--- config.mk ---
export PLATFORM = sky130hd
export DESIGN_NAME = bcc_top
export DESIGN_NICKNAME = d
export VERILOG_FILES = /design/src/rtl/bcc_pkg.sv /design/src/rtl/bcc_strap_decode.sv /design/src/rtl/bcc_top.sv
export SDC_FILE = /design/constraint.sdc
export NUM_CORES = 1
export LEC_CHECK = 0
export BUFFER_PORTS_ARGS = -buffer_cell sky130_fd_sc_hd__buf_2
export CORE_MARGIN = 2
export CORE_UTILIZATION = 40
export CTS_BUF_LIST = sky130_fd_sc_hd__clkbuf_4
export CTS_CLUSTER_DIAMETER = 40
export DETAILED_ROUTE_END_ITERATION = 16
export PLACE_DENSITY = 0.66
export SLEW_MARGIN = 0
export SYNTH_ARGS = -nofsm -noshare
export SYNTH_HDL_FRONTEND = slang
export SYNTH_HIERARCHICAL = 1
export SYNTH_SLANG_ARGS = --single-unit
--- constraint.sdc ---
create_clock -name clk_in -period 2.05 [get_ports clk_in]
set_input_delay 0 -clock clk_in [delete_from_list [all_inputs] [get_ports clk_in]]
set_output_delay 0 -clock clk_in [all_outputs]
set_load 0.01 [all_outputs]
--- src/rtl/bcc_pkg.sv ---
/*
 Package for the battery charger control block: register offsets,
 field positions, reset values, charger modes, strap levels, setting
 codes and the trickle timeout.
 Assumes a single 100 MHz clock and a synchronous active-low reset.
*/
package bcc_pkg;

   // Register offsets (word index on the plain register port)
   localparam logic [3:0] BCC_OFS_CTRL = 4'h0;
   localparam logic [3:0] BCC_OFS_CHG = 4'h1;
   localparam logic [3:0] BCC_OFS_STATUS = 4'h2;
   localparam logic [3:0] BCC_OFS_COIN = 4'h3;

   // Control register fields
   localparam int BCC_CTRL_CHG_EN = 0;   // Software enables normal charging
   localparam int BCC_CTRL_TRK_STOP = 1; // Write 1: stop trickle (pulse)
   localparam int BCC_CTRL_ACC_SUP = 2;  // Supply an accessory from battery
   localparam int BCC_CTRL_DONE = 3;     // Charge completion indication

   // Charge settings register fields
   localparam int BCC_CHG_VSEL_LSB = 0;  // 3 bits, eight voltage steps
   localparam int BCC_CHG_ISEL_LSB = 4;  // 4 bits, 0..14 steps, 15 fully on
   localparam int BCC_CHG_TSEL_LSB = 8;  // 3 bits, trickle current code

   // Coin cell register fields
   localparam int BCC_COIN_VSEL_LSB = 0; // 3 bits, coin cell voltage

   // Reset values
   localparam logic [31:0] BCC_CTRL_RST = 32'h0000_0000;
   localparam logic [31:0] BCC_CHG_RST = 32'h0000_0000;
   localparam logic [2:0] BCC_COIN_RST = 3'h0;

   // Setting codes
   localparam logic [3:0] BCC_ISEL_FULL_ON = 4'hf;
   localparam logic [3:0] BCC_ISEL_MAX_STEP = 4'he;
   localparam logic [2:0] BCC_TSEL_70MA = 3'h6;   // Nearest code to 70 mA (72 mA)
   localparam logic [2:0] BCC_TSEL_MAX = 3'h7;    // 84 mA in 12 mA steps

   // Standalone trickle timeout in milliseconds and in cycles
   localparam int BCC_CLK_MHZ = 100;
   localparam int BCC_TRK_TIMEOUT_MS = 1000;
   localparam int BCC_TRK_TIMEOUT_CYC = BCC_TRK_TIMEOUT_MS * 1000 * BCC_CLK_MHZ;

   // Three-level strap reading
   typedef enum logic [1:0] {
      BCC_LVL_GND,
      BCC_LVL_HIZ,
      BCC_LVL_HIGH,
      BCC_LVL_BAD
   } bcc_level_t;

   // Decoded charger modes
   typedef enum logic [2:0] {
      BCC_MODE_DUAL,
      BCC_MODE_SINGLE,
      BCC_MODE_SERIAL,
      BCC_MODE_SEP_DUAL,
      BCC_MODE_SEP_SINGLE,
      BCC_MODE_SEP_SERIAL,
      BCC_MODE_RESERVED
   } bcc_mode_t;

   // Battery comparator results from the analog side
   typedef struct packed {
      logic charger_valid;
      logic charger_over_volt;
      logic batt_present;
      logic above_low;
      logic above_operate;
   } bcc_sense_t;

   // Pass transistor and source drive
   typedef struct packed {
      logic charge_control_fet;
      logic charger_clamp_fet;
      logic battery_switch_fet;
      logic trickle_src_en;
   } bcc_fet_t;

endpackage

--- src/rtl/bcc_strap_decode.sv ---
/*
 Three-level strap decoder for the two charger-mode pins.
 Assumes each pin arrives as a pair of comparator bits that are already
 synchronised to the clock: above-high and below-low.
*/
module bcc_strap_decode
   import bcc_pkg::*;
(
   // Strap comparator bits
   input wire logic upper_hi_in,
   input wire logic upper_lo_in,
   input wire logic lower_hi_in,
   input wire logic lower_lo_in,
   // Decoded mode
   output bcc_mode_t mode_out
);

   bcc_level_t upper;
   bcc_level_t lower;

   // Fold each comparator pair into one level
   function automatic bcc_level_t level_of(input logic hi, input logic lo);
      if (hi && !lo) begin
         return BCC_LVL_HIGH;
      end else if (lo && !hi) begin
         return BCC_LVL_GND;
      end else if (!hi && !lo) begin
         return BCC_LVL_HIZ;
      end
      return BCC_LVL_BAD;
   endfunction

   always_comb begin
      upper = level_of(upper_hi_in, upper_lo_in);
      lower = level_of(lower_hi_in, lower_lo_in);
      mode_out = BCC_MODE_RESERVED;
      if (upper == BCC_LVL_HIZ) begin
         unique case (lower)
            BCC_LVL_GND: mode_out = BCC_MODE_DUAL;
            BCC_LVL_HIZ: mode_out = BCC_MODE_SINGLE;
            BCC_LVL_HIGH: mode_out = BCC_MODE_SERIAL;
            default: mode_out = BCC_MODE_RESERVED;
         endcase
      end else if (upper == BCC_LVL_HIGH) begin
         unique case (lower)
            BCC_LVL_GND: mode_out = BCC_MODE_SEP_DUAL;
            BCC_LVL_HIZ: mode_out = BCC_MODE_SEP_SINGLE;
            BCC_LVL_HIGH: mode_out = BCC_MODE_SEP_SERIAL;
            default: mode_out = BCC_MODE_RESERVED;
         endcase
      end
   end

endmodule

--- src/rtl/bcc_top.sv ---
/*
 Battery charger control: strap decode, standalone trickle sequence,
 charge settings, pass transistor pattern and coin cell control.
 Assumes comparator inputs come from the analog side asynchronously
 and are synchronised here; software uses the plain register port.
*/
// Decided for this implementation: the address map and the strobed register port.
module bcc_top
   import bcc_pkg::*;
#(
   parameter int TRK_TIMEOUT_CYC = BCC_TRK_TIMEOUT_CYC
)
(
   // Clock and reset
   input wire logic clk_in,
   input wire logic rstn_in,
   // Register port
   input wire logic [3:0] reg_addr_in,
   input wire logic [31:0] reg_wdata_in,
   input wire logic reg_wr_in,
   input wire logic reg_rd_in,
   output logic [31:0] reg_rdata_out,
   // Strap comparators, asynchronous
   input wire logic strap_upper_hi_in,
   input wire logic strap_upper_lo_in,
   input wire logic strap_lower_hi_in,
   input wire logic strap_lower_lo_in,
   // Analog sense, asynchronous
   input wire bcc_sense_t sense_in,
   input wire logic usb_both_lines_high_in,
   // Power state: 1 when the application is on
   input wire logic power_on_in,
   // Drive outputs
   output bcc_fet_t fet_out,
   output logic [2:0] charge_vsel_out,
   output logic [3:0] charge_isel_out,
   output logic [2:0] trickle_isel_out,
   output logic power_up_req_out,
   output logic dead_batt_ok_out,
   output logic [2:0] coin_vsel_out,
   output logic coin_low_ilim_out
);

   typedef enum logic [1:0] {
      BCC_ST_IDLE,
      BCC_ST_TRICKLE,
      BCC_ST_NORMAL,
      BCC_ST_DONE
   } bcc_state_t;

   localparam int SYNC_W = 11;
   localparam logic [31:0] TMO_LAST = 32'(TRK_TIMEOUT_CYC - 1);

   // Synchroniser stages: first rank read only by second rank
   logic [SYNC_W-1:0] sync1;
   logic [SYNC_W-1:0] sync2;
   bcc_sense_t sense;
   logic usb_high;
   logic pwr_on;
   bcc_mode_t strap_mode;
   bcc_mode_t mode;
   logic strap_taken;
   bcc_state_t state;
   bcc_state_t next_state;
   logic [31:0] tmo_cnt;
   logic [31:0] ctrl;
   logic [31:0] chg;
   logic [2:0] coin_prog;
   logic stop_pulse;
   logic single_path;
   logic trickle_allowed;
   logic valid_q;

   // Two-flop synchroniser for all asynchronous inputs
   always_ff @(posedge clk_in) begin
      if (!rstn_in) begin
         sync1 <= '0;
         sync2 <= '0;
      end else begin
         sync1 <= {strap_upper_hi_in, strap_upper_lo_in, strap_lower_hi_in,
                   strap_lower_lo_in, sense_in, usb_both_lines_high_in,
                   power_on_in};
         sync2 <= sync1;
      end
   end

   assign sense = sync2[6:2];
   assign usb_high = sync2[1];
   assign pwr_on = sync2[0];

   bcc_strap_decode u_strap (
      .upper_hi_in(sync2[10]),
      .upper_lo_in(sync2[9]),
      .lower_hi_in(sync2[8]),
      .lower_lo_in(sync2[7]),
      .mode_out(strap_mode)
   );

   // latch mode once
   // Waits for the synchroniser to fill so the strap value is settled
   logic [1:0] strap_wait;
   always_ff @(posedge clk_in) begin
      if (!rstn_in) begin
         strap_wait <= 2'h0;
         strap_taken <= 1'b0;
         mode <= BCC_MODE_RESERVED;
      end else if (!strap_taken) begin
         strap_wait <= strap_wait + 2'h1;
         if (strap_wait == 2'h2) begin
            mode <= strap_mode;
            strap_taken <= 1'b1;
         end
      end
   end

   assign single_path = (mode == BCC_MODE_SINGLE) ||
                        (mode == BCC_MODE_SEP_SINGLE);
   assign trickle_allowed = strap_taken && (mode != BCC_MODE_RESERVED) &&
                            !(single_path && usb_high);

   // Register writes; the stop bit is a pulse and never stored
   always_ff @(posedge clk_in) begin
      if (!rstn_in) begin
         ctrl <= BCC_CTRL_RST;
         chg <= BCC_CHG_RST;
         stop_pulse <= 1'b0;
      end else begin
         stop_pulse <= reg_wr_in && (reg_addr_in == BCC_OFS_CTRL) &&
                       reg_wdata_in[BCC_CTRL_TRK_STOP];
         if (reg_wr_in && reg_addr_in == BCC_OFS_CTRL) begin
            ctrl <= reg_wdata_in & 32'h0000_000d;
         end
         if (reg_wr_in && reg_addr_in == BCC_OFS_CHG) begin
            chg <= reg_wdata_in & 32'h0000_07f7;
         end
      end
   end

   always_ff @(posedge clk_in) begin
      if (!rstn_in) begin
         coin_prog <= BCC_COIN_RST;
      end else if (reg_wr_in && reg_addr_in == BCC_OFS_COIN && pwr_on) begin
         coin_prog <= reg_wdata_in[BCC_COIN_VSEL_LSB +: 3];
      end
   end

   // Read port: data in the cycle after the strobe, unmapped reads zero
   always_ff @(posedge clk_in) begin
      if (!rstn_in) begin
         reg_rdata_out <= 32'h0000_0000;
      end else if (reg_rd_in) begin
         unique case (reg_addr_in)
            BCC_OFS_CTRL: reg_rdata_out <= ctrl;
            BCC_OFS_CHG: reg_rdata_out <= chg;
            BCC_OFS_STATUS: reg_rdata_out <= {21'h0, usb_high, sense,
                                              mode, state};
            BCC_OFS_COIN: reg_rdata_out <= {29'h0, coin_prog};
            default: reg_rdata_out <= 32'h0000_0000;
         endcase
      end else begin
         reg_rdata_out <= 32'h0000_0000;
      end
   end

   // Trickle sequence state
   always_comb begin
      next_state = state;
      unique case (state)
         BCC_ST_IDLE: begin
            if (sense.charger_valid && !valid_q && trickle_allowed) begin
               next_state = sense.above_operate ? BCC_ST_NORMAL
                                                : BCC_ST_TRICKLE;
            end
         end
         BCC_ST_TRICKLE: begin
            if (ctrl[BCC_CTRL_DONE] || stop_pulse || tmo_cnt == TMO_LAST ||
                !sense.charger_valid || !trickle_allowed) begin
               next_state = BCC_ST_DONE;
            end else if (ctrl[BCC_CTRL_CHG_EN]) begin
               next_state = BCC_ST_NORMAL;
            end
         end
         BCC_ST_NORMAL: begin
            if (!sense.charger_valid) begin
               next_state = BCC_ST_IDLE;
            end
         end
         BCC_ST_DONE: begin
            if (!sense.charger_valid) begin
               next_state = BCC_ST_IDLE;
            end
         end
      endcase
   end

   always_ff @(posedge clk_in) begin
      if (!rstn_in) begin
         state <= BCC_ST_IDLE;
         valid_q <= 1'b0;
      end else begin
         state <= next_state;
         valid_q <= sense.charger_valid && strap_taken; // Plug at reset
      end
   end

   // Timeout counter runs only during the trickle cycle
   always_ff @(posedge clk_in) begin
      if (!rstn_in || state != BCC_ST_TRICKLE) begin
         tmo_cnt <= 32'h0000_0000;
      end else begin
         tmo_cnt <= tmo_cnt + 32'h0000_0001;
      end
   end

   // Trickle current and power-up request
   always_ff @(posedge clk_in) begin
      if (!rstn_in) begin
         trickle_isel_out <= 3'h0;
         power_up_req_out <= 1'b0;
      end else begin
         if (state == BCC_ST_TRICKLE) begin
            trickle_isel_out <= (sense.above_low && !single_path) ?
                                BCC_TSEL_MAX : BCC_TSEL_70MA;
         end else begin
            trickle_isel_out <= chg[BCC_CHG_TSEL_LSB +: 3];
         end
         power_up_req_out <= !pwr_on && sense.charger_valid &&
                             sense.above_operate &&
                             (state == BCC_ST_TRICKLE ||
                              state == BCC_ST_NORMAL ||
                              next_state == BCC_ST_NORMAL);
      end
   end

   // Charge settings; the current setting is clipped to fourteen steps except the full-on code
   always_ff @(posedge clk_in) begin
      if (!rstn_in) begin
         charge_vsel_out <= 3'h0;
         charge_isel_out <= 4'h0;
      end else begin
         charge_vsel_out <= chg[BCC_CHG_VSEL_LSB +: 3];
         if (chg[BCC_CHG_ISEL_LSB +: 4] == BCC_ISEL_FULL_ON ||
             chg[BCC_CHG_ISEL_LSB +: 4] <= BCC_ISEL_MAX_STEP) begin
            charge_isel_out <= chg[BCC_CHG_ISEL_LSB +: 4];
         end else begin
            charge_isel_out <= BCC_ISEL_MAX_STEP;
         end
      end
   end

   // Pass transistor pattern
   always_ff @(posedge clk_in) begin
      if (!rstn_in) begin
         fet_out <= '0;
         dead_batt_ok_out <= 1'b0;
      end else begin
         // no dead-battery support in single path
         dead_batt_ok_out <= strap_taken && !single_path &&
                             mode != BCC_MODE_RESERVED;
         if (ctrl[BCC_CTRL_ACC_SUP] && sense.batt_present &&
             !sense.charger_valid) begin
            fet_out <= 4'b1110;
         end else if (!sense.batt_present || !sense.above_low) begin
            fet_out.charge_control_fet <= sense.charger_valid;
            fet_out.charger_clamp_fet <= sense.charger_valid &&
                                         !sense.charger_over_volt;
            fet_out.battery_switch_fet <= 1'b0;
            fet_out.trickle_src_en <= state == BCC_ST_TRICKLE;
         end else begin
            fet_out.charge_control_fet <= sense.charger_valid;
            fet_out.charger_clamp_fet <= sense.charger_valid &&
                                         !sense.charger_over_volt;
            fet_out.battery_switch_fet <= 1'b1;
            fet_out.trickle_src_en <= 1'b0;
         end
      end
   end

   // Coin cell: preset voltage and reduced current when not on
   always_ff @(posedge clk_in) begin
      if (!rstn_in) begin
         coin_vsel_out <= BCC_COIN_RST;
         coin_low_ilim_out <= 1'b1;
      end else begin
         coin_vsel_out <= coin_prog;
         coin_low_ilim_out <= !pwr_on;
      end
   end

   // Assertions
   property p_clamp_ov;
      @(posedge clk_in) disable iff (!rstn_in)
      sense.charger_over_volt |=> !fet_out.charger_clamp_fet;
   endproperty
   a_clamp_ov: assert property (p_clamp_ov) else $error("clamp on");

   property p_acc;
      @(posedge clk_in) disable iff (!rstn_in)
      (ctrl[BCC_CTRL_ACC_SUP] && sense.batt_present && !sense.charger_valid)
      |=> fet_out == 4'b1110;
   endproperty
   a_acc: assert property (p_acc) else $error("acc pattern");

   property p_dead;
      @(posedge clk_in) disable iff (!rstn_in)
      (!sense.batt_present && !ctrl[BCC_CTRL_ACC_SUP])
      |=> !fet_out.battery_switch_fet;
   endproperty
   a_dead: assert property (p_dead) else $error("switch on dead");

   property p_low;
      @(posedge clk_in) disable iff (!rstn_in)
      (state == BCC_ST_TRICKLE && !sense.above_low)
      |=> trickle_isel_out == BCC_TSEL_70MA;
   endproperty
   a_low: assert property (p_low) else $error("low level");

   property p_high;
      @(posedge clk_in) disable iff (!rstn_in)
      (state == BCC_ST_TRICKLE && sense.above_low && !single_path)
      |=> trickle_isel_out == BCC_TSEL_MAX;
   endproperty
   a_high: assert property (p_high) else $error("high level");

   property p_single;
      @(posedge clk_in) disable iff (!rstn_in)
      (state == BCC_ST_TRICKLE && single_path)
      |=> trickle_isel_out == BCC_TSEL_70MA;
   endproperty
   a_single: assert property (p_single) else $error("single step");

   property p_se1;
      @(posedge clk_in) disable iff (!rstn_in)
      (single_path && usb_high) |=> state != BCC_ST_TRICKLE;
   endproperty
   a_se1: assert property (p_se1) else $error("trickle se1");

   property p_stop;
      @(posedge clk_in) disable iff (!rstn_in)
      (state == BCC_ST_TRICKLE && stop_pulse) |=> state == BCC_ST_DONE;
   endproperty
   a_stop: assert property (p_stop) else $error("stop lost");

   property p_mode_hold;
      @(posedge clk_in) disable iff (!rstn_in)
      strap_taken |=> $stable(mode);
   endproperty
   a_mode_hold: assert property (p_mode_hold) else $error("mode moved");

   property p_isel;
      @(posedge clk_in) disable iff (!rstn_in)
      1'b1 |=> charge_isel_out == $past(chg[BCC_CHG_ISEL_LSB +: 4]);
   endproperty
   a_isel: assert property (p_isel) else $error("isel code");

   c_trickle: cover property (@(posedge clk_in) state == BCC_ST_TRICKLE);
   c_skip: cover property (@(posedge clk_in)
      state == BCC_ST_IDLE ##1 state == BCC_ST_NORMAL);
   c_acc: cover property (@(posedge clk_in) fet_out == 4'b1110);

endmodule

==> out/metrics.yaml, run 1 <==
status:
  outcome: "finished, final reports clean"
global_route:
  pin_count_of_the_biggest_net_entering_global_routing: 33
  global_route_wire_length_before_repair_um: 15100
  first_global_vias: 3279
  total_grt_overflow: 0
  track_usage_pct: 16.2
  initial_antenna_violation_count: 0
clocking:
  clk_pin_slew_worst_paths_ps: 160
  h-tree-depth: 3
  cts_setup_buffers: 0
  tritoncts: "yes"
  cts_sinks: 111
  cts_buffers: 9
  clkLatencyLatePin_ps: 470
  clock_tree.root_cell: "clkbuf_4"
  clock_tree.buffer_depth: 2
yosys:
  postSynth.topFlopCell: "dfxtp_1"
  netlist_instances: 461
  ys_warn_count: 6
  syn_avg_cell_area_sq_um: 9.67
  yosysSeqAreaShare_pct: 49.8
  yosysUniqueCellTypes: 48
  ys_seq_elements: 111
  synthesis.area_sq_um: 4460
  post_synth_edffs: 0
  synthArstFlopShare_pct: 0
sta:
  hold_viol_final: 0
  clock_skew_ps: 18.0
  setup_total_negative_slack_ps: 0
  final_setup_viols: 0
  tightest_slew_ps: 505
  slew_limit_fails: 0
  layout_worst_path_cycle_share_pct: 90.8
  finalCriticalPeriod_ps: 1860
  rsz0062_at_grt: "true"
  maxSlewHeadroom_pct: 66.3
  fmaxAchievable_mhz: 537
worst_setup_path:
  crit_path_start_kind: "register"
  path_class: "reg -> reg"
  critPathBufInv: 0
  worst_ep_arrival_time_ps: 2220
  timing.critical_path.depth: 7
  reg2reg_slack_ps: 190
  cells_along_the_critical_path: "ha_1 > and3_1 > nand4_2 > nor2_2 > nand4_1 > xor2_1 > nor2_1"
  worst-r2r-cell-count: 7
  max_stage_delay_ps: 400
  regToRegStartpoint: "tmo_cnt[0]"
  worst-path-max-fanout: 7
  worst_setup_path_start: "tmo_cnt[0]"
  crit_reg_reg_endpoint: "tmo_cnt[24]"
  critical-path-top-delay-family: "simple AND/OR/NAND/NOR gates"
  critical_path_end_type: "register"
  critical_path.endpoint: "tmo_cnt[24]"
  required_ps: 2400
  slowest_stage: "dfxtp_1"
floorplanning:
  core-area_sq_um: 10800
  design.portCount: 103
  dieWidth_um: 110
  dieArea_sq_um: 12000
  floorplan.die.height_um: 110
  std_cell_rows: 38
  initial_core_util_pct: 41.1
finish:
  multi_input_area_sq_um: 2050
  antenna-diode-count: 0
  n_fill_cell: 1028
  layout.cell_area.non_filler_sq_um: 5340
  drive_gt1_share_pct: 17.5
  areaGrowthSynthToFinish_pct: 19.8
  final-seq-area_sq_um: 2220
  final_nets: 616
  post-route-util_pct: 49.3
  stdcell_count: 699
route:
  routed-wl-met2_um: 4710
  routed_via_density: 4.84
  vias: 3381
  routed_wirelength_um: 9230
  routedLengthMet1_um: 4060
  postRouteAntennaNets: 0
  dr.pass1.iters: 4
  drc: 0
  drtIter0Drc: 107
  top_signal_layer_used: "met4"
  post_drt_wl_per_cell_um: 13.2
  met3_length_um: 330
power:
  powerDensity_nw_per_um2: 712
  power.ir.vdd_worst_mv: 0.490
  leakage_nw: 2.27
  finalPower_mw: 3.80
placement:
  gp_routability_congestion: 0.816
  post_place_cells: 646
  numPortBuffers: 60
  dp_hpwl_um: 6360
  placement_stage_cell_area_sq_um: 4810
worst_hold_path:
  holdCritPathClass: "in -> reg"
job:
  maxCapViolations: 0
per-stage QoR:
stage | setup slack, ps | hold slack [ps]
CTS | 57.4 | 17.9
finish | 188 | 40.2
floorplan | 315 | 114
detailed placement | 113 | 210
global placement | 226 | 205
global route | -54.3 | 40.1
cell usage in the layout, fill, tap and decap left out, types with 6 or more instances in the layout:
cell type / n
buf_2: 60
inv_1: 8
and3_1: 8
mux2i_1: 22
a22oi_1: 8
nor2_1: 74
nor2b_1: 10
and2_1: 34
nand3_1: 11
dfxtp_1: 109
clkbuf_4: 9
nand2_1: 22
xor2_1: 18
xnor2_1: 11
nand4_1: 8
o21ai_0: 9
conb_1: 21
buf_4: 6
dlygate4sd3_1: 37
a21oi_1: 6
ha_1: 11
cells by family (layout without fill, tap and decap cells):
logic type,count (synthesis),in the layout,share of synthesized area [%]
adder cells (fa/ha/maj),11,11,3.09
buffers and inverters,50,128,6.17
AND/OR/NAND/NOR,200,200,24.1
XOR/XNOR,29,29,5.70
multiplexers,24,24,5.95
flip-flops,111,111,49.8
other,1,21,0.0841
AO/OA/AOI/OAI,35,35,5.08
layout make-up:
class	count	share of cell area [%]
Clock buffer	9	1.26
Timing Repair Buffer	103	13.4
Inverter	9	0.632
Multi-Input combinational cell	320	38.4
Tap cell	140	3.28
Clock inverter	7	1.43
Sequential cell	111	41.6
tightest hold or removal path: stages:
cell and delay [ps]:
buf_2 110, nand2_1 60, nor2_1 100, mux2i_1 130
nor2_1 80
state kept, by name (all words and copies together) (netlist names):
| name | flops |
|---|---|
| coin_vsel_out | 3 |
| charge_vsel_out | 3 |
| coin_low_ilim_out | 1 |
| charge_isel_out | 4 |
| strap_wait | 2 |
| sync2 | 11 |
| valid_q | 1 |
| mode | 3 |
| state | 2 |
| dead_batt_ok_out | 1 |
| strap_taken | 1 |
| sync1 | 11 |
| chg | 10 |
| stop_pulse | 1 |
| trickle_isel_out | 3 |
| ctrl | 3 |
| tmo_cnt | 32 |
| coin_prog | 3 |
| reg_rdata_out | 11 |
| fet_out | 4 |
| power_up_req_out | 1 |
worst min-delay path by stage:
| stage | slack [ps] | from | to | depth (start not counted) |
|---|---|---|---|---|
| global route | 40 | reg_wr_in | chg[0] | 4 |
| detailed placement | 210 | strap_lower_lo_in | sync1[7] | 2 |
| finish | 40 | reg_wr_in | coin_prog[0] | 5 |
| global placement | 210 | strap_upper_lo_in | sync1[9] | 2 |
| CTS | 20 | reg_wr_in | chg[1] | 4 |
| floorplan | 110 | reg_wdata_in[1] | stop_pulse | 2 |
metal layers:
layer | global-route usage, % | vias to the layer above
met2 | 27.1 | 67
met5 | 0 | -
met3 | 4.62 | 11
li1 | - | 1686
met1 | 19.9 | 1617
met4 | 5.88 | 0
cell usage after synthesis (all sizes together) (3+ instances only):
library cell | n | area share [%]
dfxtp | 111 | 50
nor2 | 75 | 6.3
and2 | 34 | 4.8
buf | 28 | 4.3
mux2i | 22 | 4.9
nand2 | 22 | 1.9
xor2 | 18 | 3.5
clkbuf | 13 | 1.1
nand3 | 12 | 1.5
ha | 11 | 3.1
xnor2 | 11 | 2.2
nand4 | 10 | 1.7
nor2b | 10 | 1.4
inv | 9 | 0.76
o21ai | 9 | 1.0
a22oi | 8 | 1.3
and3 | 8 | 1.1
a21oi | 7 | 0.87
nor3 | 7 | 1.0
and4 | 6 | 1.2
or3 | 4 | 0.56
a211oi | 3 | 0.51
a31oi | 3 | 0.42
nor4 | 3 | 0.56
timing repair:
item	CTS	global route
endpoints found under the setup margin	0	4
endpoints found under the hold margin	41	0
gates resized for setup	0	5
hold buffers	37	0
where the power goes:
part	switching (mW)	total, mW	leakage (nW)	internal [mW]
clock	0.717	1.10	0.0750	0.384
combinational	0.191	0.390	1.30	0.199
sequential	0.0798	2.31	0.901	2.23
total	0.987	3.80	2.27	2.82
No activity file was read; power rests on OpenSTA's default activity.
==> run 2, diff against run 1 <==
--- a/config.mk
+++ b/config.mk
@@ -5,8 +5,9 @@
 export SDC_FILE = /design/constraint.sdc
 export NUM_CORES = 1
 export LEC_CHECK = 0
+export ABC_AREA = 1
 export BUFFER_PORTS_ARGS = -buffer_cell sky130_fd_sc_hd__buf_2
-export CORE_MARGIN = 2
+export CORE_MARGIN = 1
 export CORE_UTILIZATION = 40
 export CTS_BUF_LIST = sky130_fd_sc_hd__clkbuf_4
 export CTS_CLUSTER_DIAMETER = 40
==> run 2 against run 1 <==
  * Register-to-register slack got worse by 30 ps
  * Global-route usage increased by 2.1 points
  * Synthesized cell count increased by 34%
  * Cell area increased by 8.8%
  * First-iteration DRC count increased to 3.1 times the previous value
==> out/metrics.yaml, run 2 <==
finish:
  stdcell_count: 889  # +27%
  layout_common_cells: "nand2_1 (121), inv_1 (116), dfxtp_1 (109), buf_2 (60)"
  largest_register_ff_count: 32  # unchanged
  top_register: "tmo_cnt"
  final_common_cell: "nand2_1"
  areaGrowthSynthToFinish_pct: 24.1
  antenna-diode-count: 0  # unchanged
  final_nets: 803  # +30%
  drive_gt1_share_pct: 14.5  # -3.1 points
yosys:
  yosysUniqueCellTypes: 39  # -19%
  postSynth.topFlopCell: "dfxtp_1"
  synth_top_family_by_area: "simple AND/OR/NAND/NOR gates"
  post_synth_most_frequent_cells: "nand2_1 (121), inv_1 (117), dfxtp_1 (111)"
  yosysSeqAreaShare_pct: 47.5  # -2.4 points
  synth_largest_type_area_fraction_pct: 47.5  # -2.4 points
  syn_avg_cell_area_sq_um: 7.55  # -22%
  ys_seq_elements: 111  # unchanged
  netlist_instances: 620  # +34%
  compound_cell_area_share_of_the_yosys_netlist_pct: 12.2  # +7.1 points
  synth_xor_xnor_area_share_pct: 0.374  # -5.3 points
  synthesis.area_sq_um: 4680  # +5.0%
  ys_warn_count: 6  # unchanged
  yosys.cell_count.top_type: "nand2_1"
  post_synth_main_area_contributors: "dfxtp_1 (47%), nand2_1 (9.7%), inv_1 (9.4%)"
  yosys.area_share.simple_pct: 23.0  # -1.1 points
  synthMuxAreaShare_pct: 0  # -6.0 points
  synth_fa_ha_area_share_pct: 2.94  # -0.15 points
  synth_largest_area_cell: "dfxtp_1"
  post_synth_edffs: 0  # unchanged
  synthArstFlopShare_pct: 0  # unchanged
sta:
  finalCriticalPeriod_ps: 2010  # +148 ps
  layout_setup_ws_ps: 40.7  # -148 ps
  layout_worst_path_cycle_share_pct: 98.0  # +7.2 points
  rsz0062_at_grt: "false"
  slew_limit_fails: 0  # unchanged
  setup_total_negative_slack_ps: 0  # unchanged
  hold_viol_final: 0  # unchanged
  final_setup_viols: 0  # unchanged
  fmaxAchievable_mhz: 498  # -7.4%
  clock_skew_ps: 27.5  # +9.53 ps
placement:
  gp_routability_congestion: 0.870  # +6.6%
  placement.setup.worst_slack_ps: 192  # +78.3 ps
  dp_hpwl_um: 7140  # +12%
  post_place_cells: 816  # +26%
  numPortBuffers: 60  # unchanged
route:
  post_drt_wl_per_cell_um: 12.0  # -9.5%
  drtIter0Drc: 327  # +210%
  drc: 0  # unchanged
  vias: 4165  # +23%
  routed_wirelength_um: 10600  # +15%
  routed_via_density: 4.69  # -3.1%
  postRouteAntennaNets: 0  # unchanged
  dr.pass1.iters: 5  # +1
clocking:
  tritoncts: "yes"
  clk_pin_slew_worst_paths_ps: 200  # +40 ps
  clock_tree.root_cell: "clkbuf_4"
  clkLatencyLatePin_ps: 500  # +30 ps
  cts_sinks: 111  # unchanged
  cts_buffers: 9  # unchanged
  clock_tree.buffer_depth: 2  # unchanged
  h-tree-depth: 3  # unchanged
worst_hold_path:
  hp-start: "reg_addr_in[3]"
  holdCritPathClass: "in -> reg"
worst_setup_path:
  regToRegStartpoint: "tmo_cnt[0]"
  critPathBufInv: 6  # +6
  critPathMostFrequentCell: "dlygate4sd3_1"
  slowest_stage: "dlygate4sd3_1"
  required_ps: 2520  # +120 ps
  worst-path-max-fanout: 4  # -3
  critical_path_end_type: "register"
  max_stage_delay_ps: 560  # +160 ps
  crit_path_start_kind: "input pin"
  cells_along_the_critical_path: "dlygate4sd3_1 > buf_2 > nor2_2 > buf_4 > nand3_2 > inv_2 > nand3_1 > dlygate4sd3_1 > a21oi_1 > dlygate4sd3_1"
  path_class: "in -> reg"
  worst_ep_arrival_time_ps: 2470  # +250 ps
  critical-path-top-delay-family: "buffers and inverters"
  worst_setup_path_start: "reg_addr_in[2]"
power:
  leakage_nw: 2.66  # +17%
  power.ir.vdd_worst_mv: 0.459  # -6.4%
  powerDensity_nw_per_um2: 662  # -6.9%
floorplanning:
  floorplan.die.height_um: 110  # +0.55%
  std_cell_rows: 39  # +2.6%
  dieWidth_um: 110  # +0.55%
  design.portCount: 103  # unchanged
  initial_core_util_pct: 41.0  # -0.13 points
  core-area_sq_um: 11400  # +5.3%
  dieArea_sq_um: 12100  # +1.1%
status:
  outcome: "finished, final reports clean"
global_route:
  initial_antenna_violation_count: 0  # unchanged
  first_global_vias: 3854  # +18%
  track_usage_pct: 18.3  # +2.1 points
  global_route_wire_length_before_repair_um: 17200  # +14%
  total_grt_overflow: 0  # unchanged
  pin_count_of_the_biggest_net_entering_global_routing: 59  # +79%
job:
  maxCapViolations: 0  # unchanged
[run 2: cell types whose count changed in the layout (fill, tap and decap cells not counted), moves of 11 or more]
cell	before	now
a21oi_1	6	54
dlygate4sd3_1	37	54
nand3_1	11	22
nor2_1	74	47
mux2i_1	22	0
inv_1	8	116
xor2_1	18	1
o21ai_0	9	28
nand2_1	22	121
and2_1	34	0
[run 2: report_power, final]
| group | total [mW] | internal, mW | switching (mW) |
|---|---|---|---|
| clock network | 1.12 | 0.304 | 0.817 |
| logic | 0.433 | 0.189 | 0.244 |
| registers | 2.29 | 2.24 | 0.0570 |
| total | 3.85 | 2.73 | 1.12 |
[run 2: metal layers]
layer  routed length [um]  up-vias  track usage (%)
li1                     -     2151                -
met1                 4660     1895             21.9
met2                 5290       99             31.7
met3                  487       20             5.29
met4                  189        0             5.73
met5                    0        -                0
[run 2: metrics by stage]
stage	hold slack (ps)	power (mW)	area, sq um	utilization, %
2_1_floorplan	97.6	2.60	4760	-
3_3_place_gp	180	2.67	5090	44.6
3_5_place_dp	185	2.69	5090	44.6
4_1_cts	21.5	3.87	5780	50.6
5_1_grt	52.1	4.05	5810	50.9
6_report	42.6	3.85	5810	50.9
[run 2: tightest hold or removal path, cell delays in order]
cell and delay [ps]:
buf_2 80, nor2_2 40, inv_1 80, nor3_2 50, buf_4 150, nand2_1 60
a21oi_1 50
[run 2: cell type report]
type | count | area [sq um]
Fill cell | 1104 | 5610
Clock inverter | 7 | 80.1
Clock buffer | 9 | 67.6
Timing Repair Buffer | 124 | 928
Tap cell | 143 | 179
Multi-Input combinational cell | 376 | 1880
Sequential cell | 111 | 2220
Inverter | 119 | 447
[run 2: what timing repair did]
item | in CTS | in global routing
hold buffers | 54 | 0
buffers inserted | 0 | 3
endpoints found under the setup margin | 0 | 3
resized for setup | 0 | 4
endpoints found under the hold margin | 73 | 0
[run 2: final timing paths]
path	end	slack, ps	cells past startpoint
worst max register to register	tmo_cnt[30]	160	9
worst min register to register	sync2[9]	430	2
worst min-delay path	reg_rdata_out[10]	40	7
worst max-delay path	ctrl[3]	40	10
[run 2: cells by family after synthesis]
| family | Yosys count |
|---|---|
| buffers and inverters | 153 |
| other | 1 |
| DFF | 111 |
| adders and majority gates | 11 |
| xor gates and xnor gates | 2 |
| and+or+nand+nor | 238 |
| AOI/OAI and AO/OA | 104 |
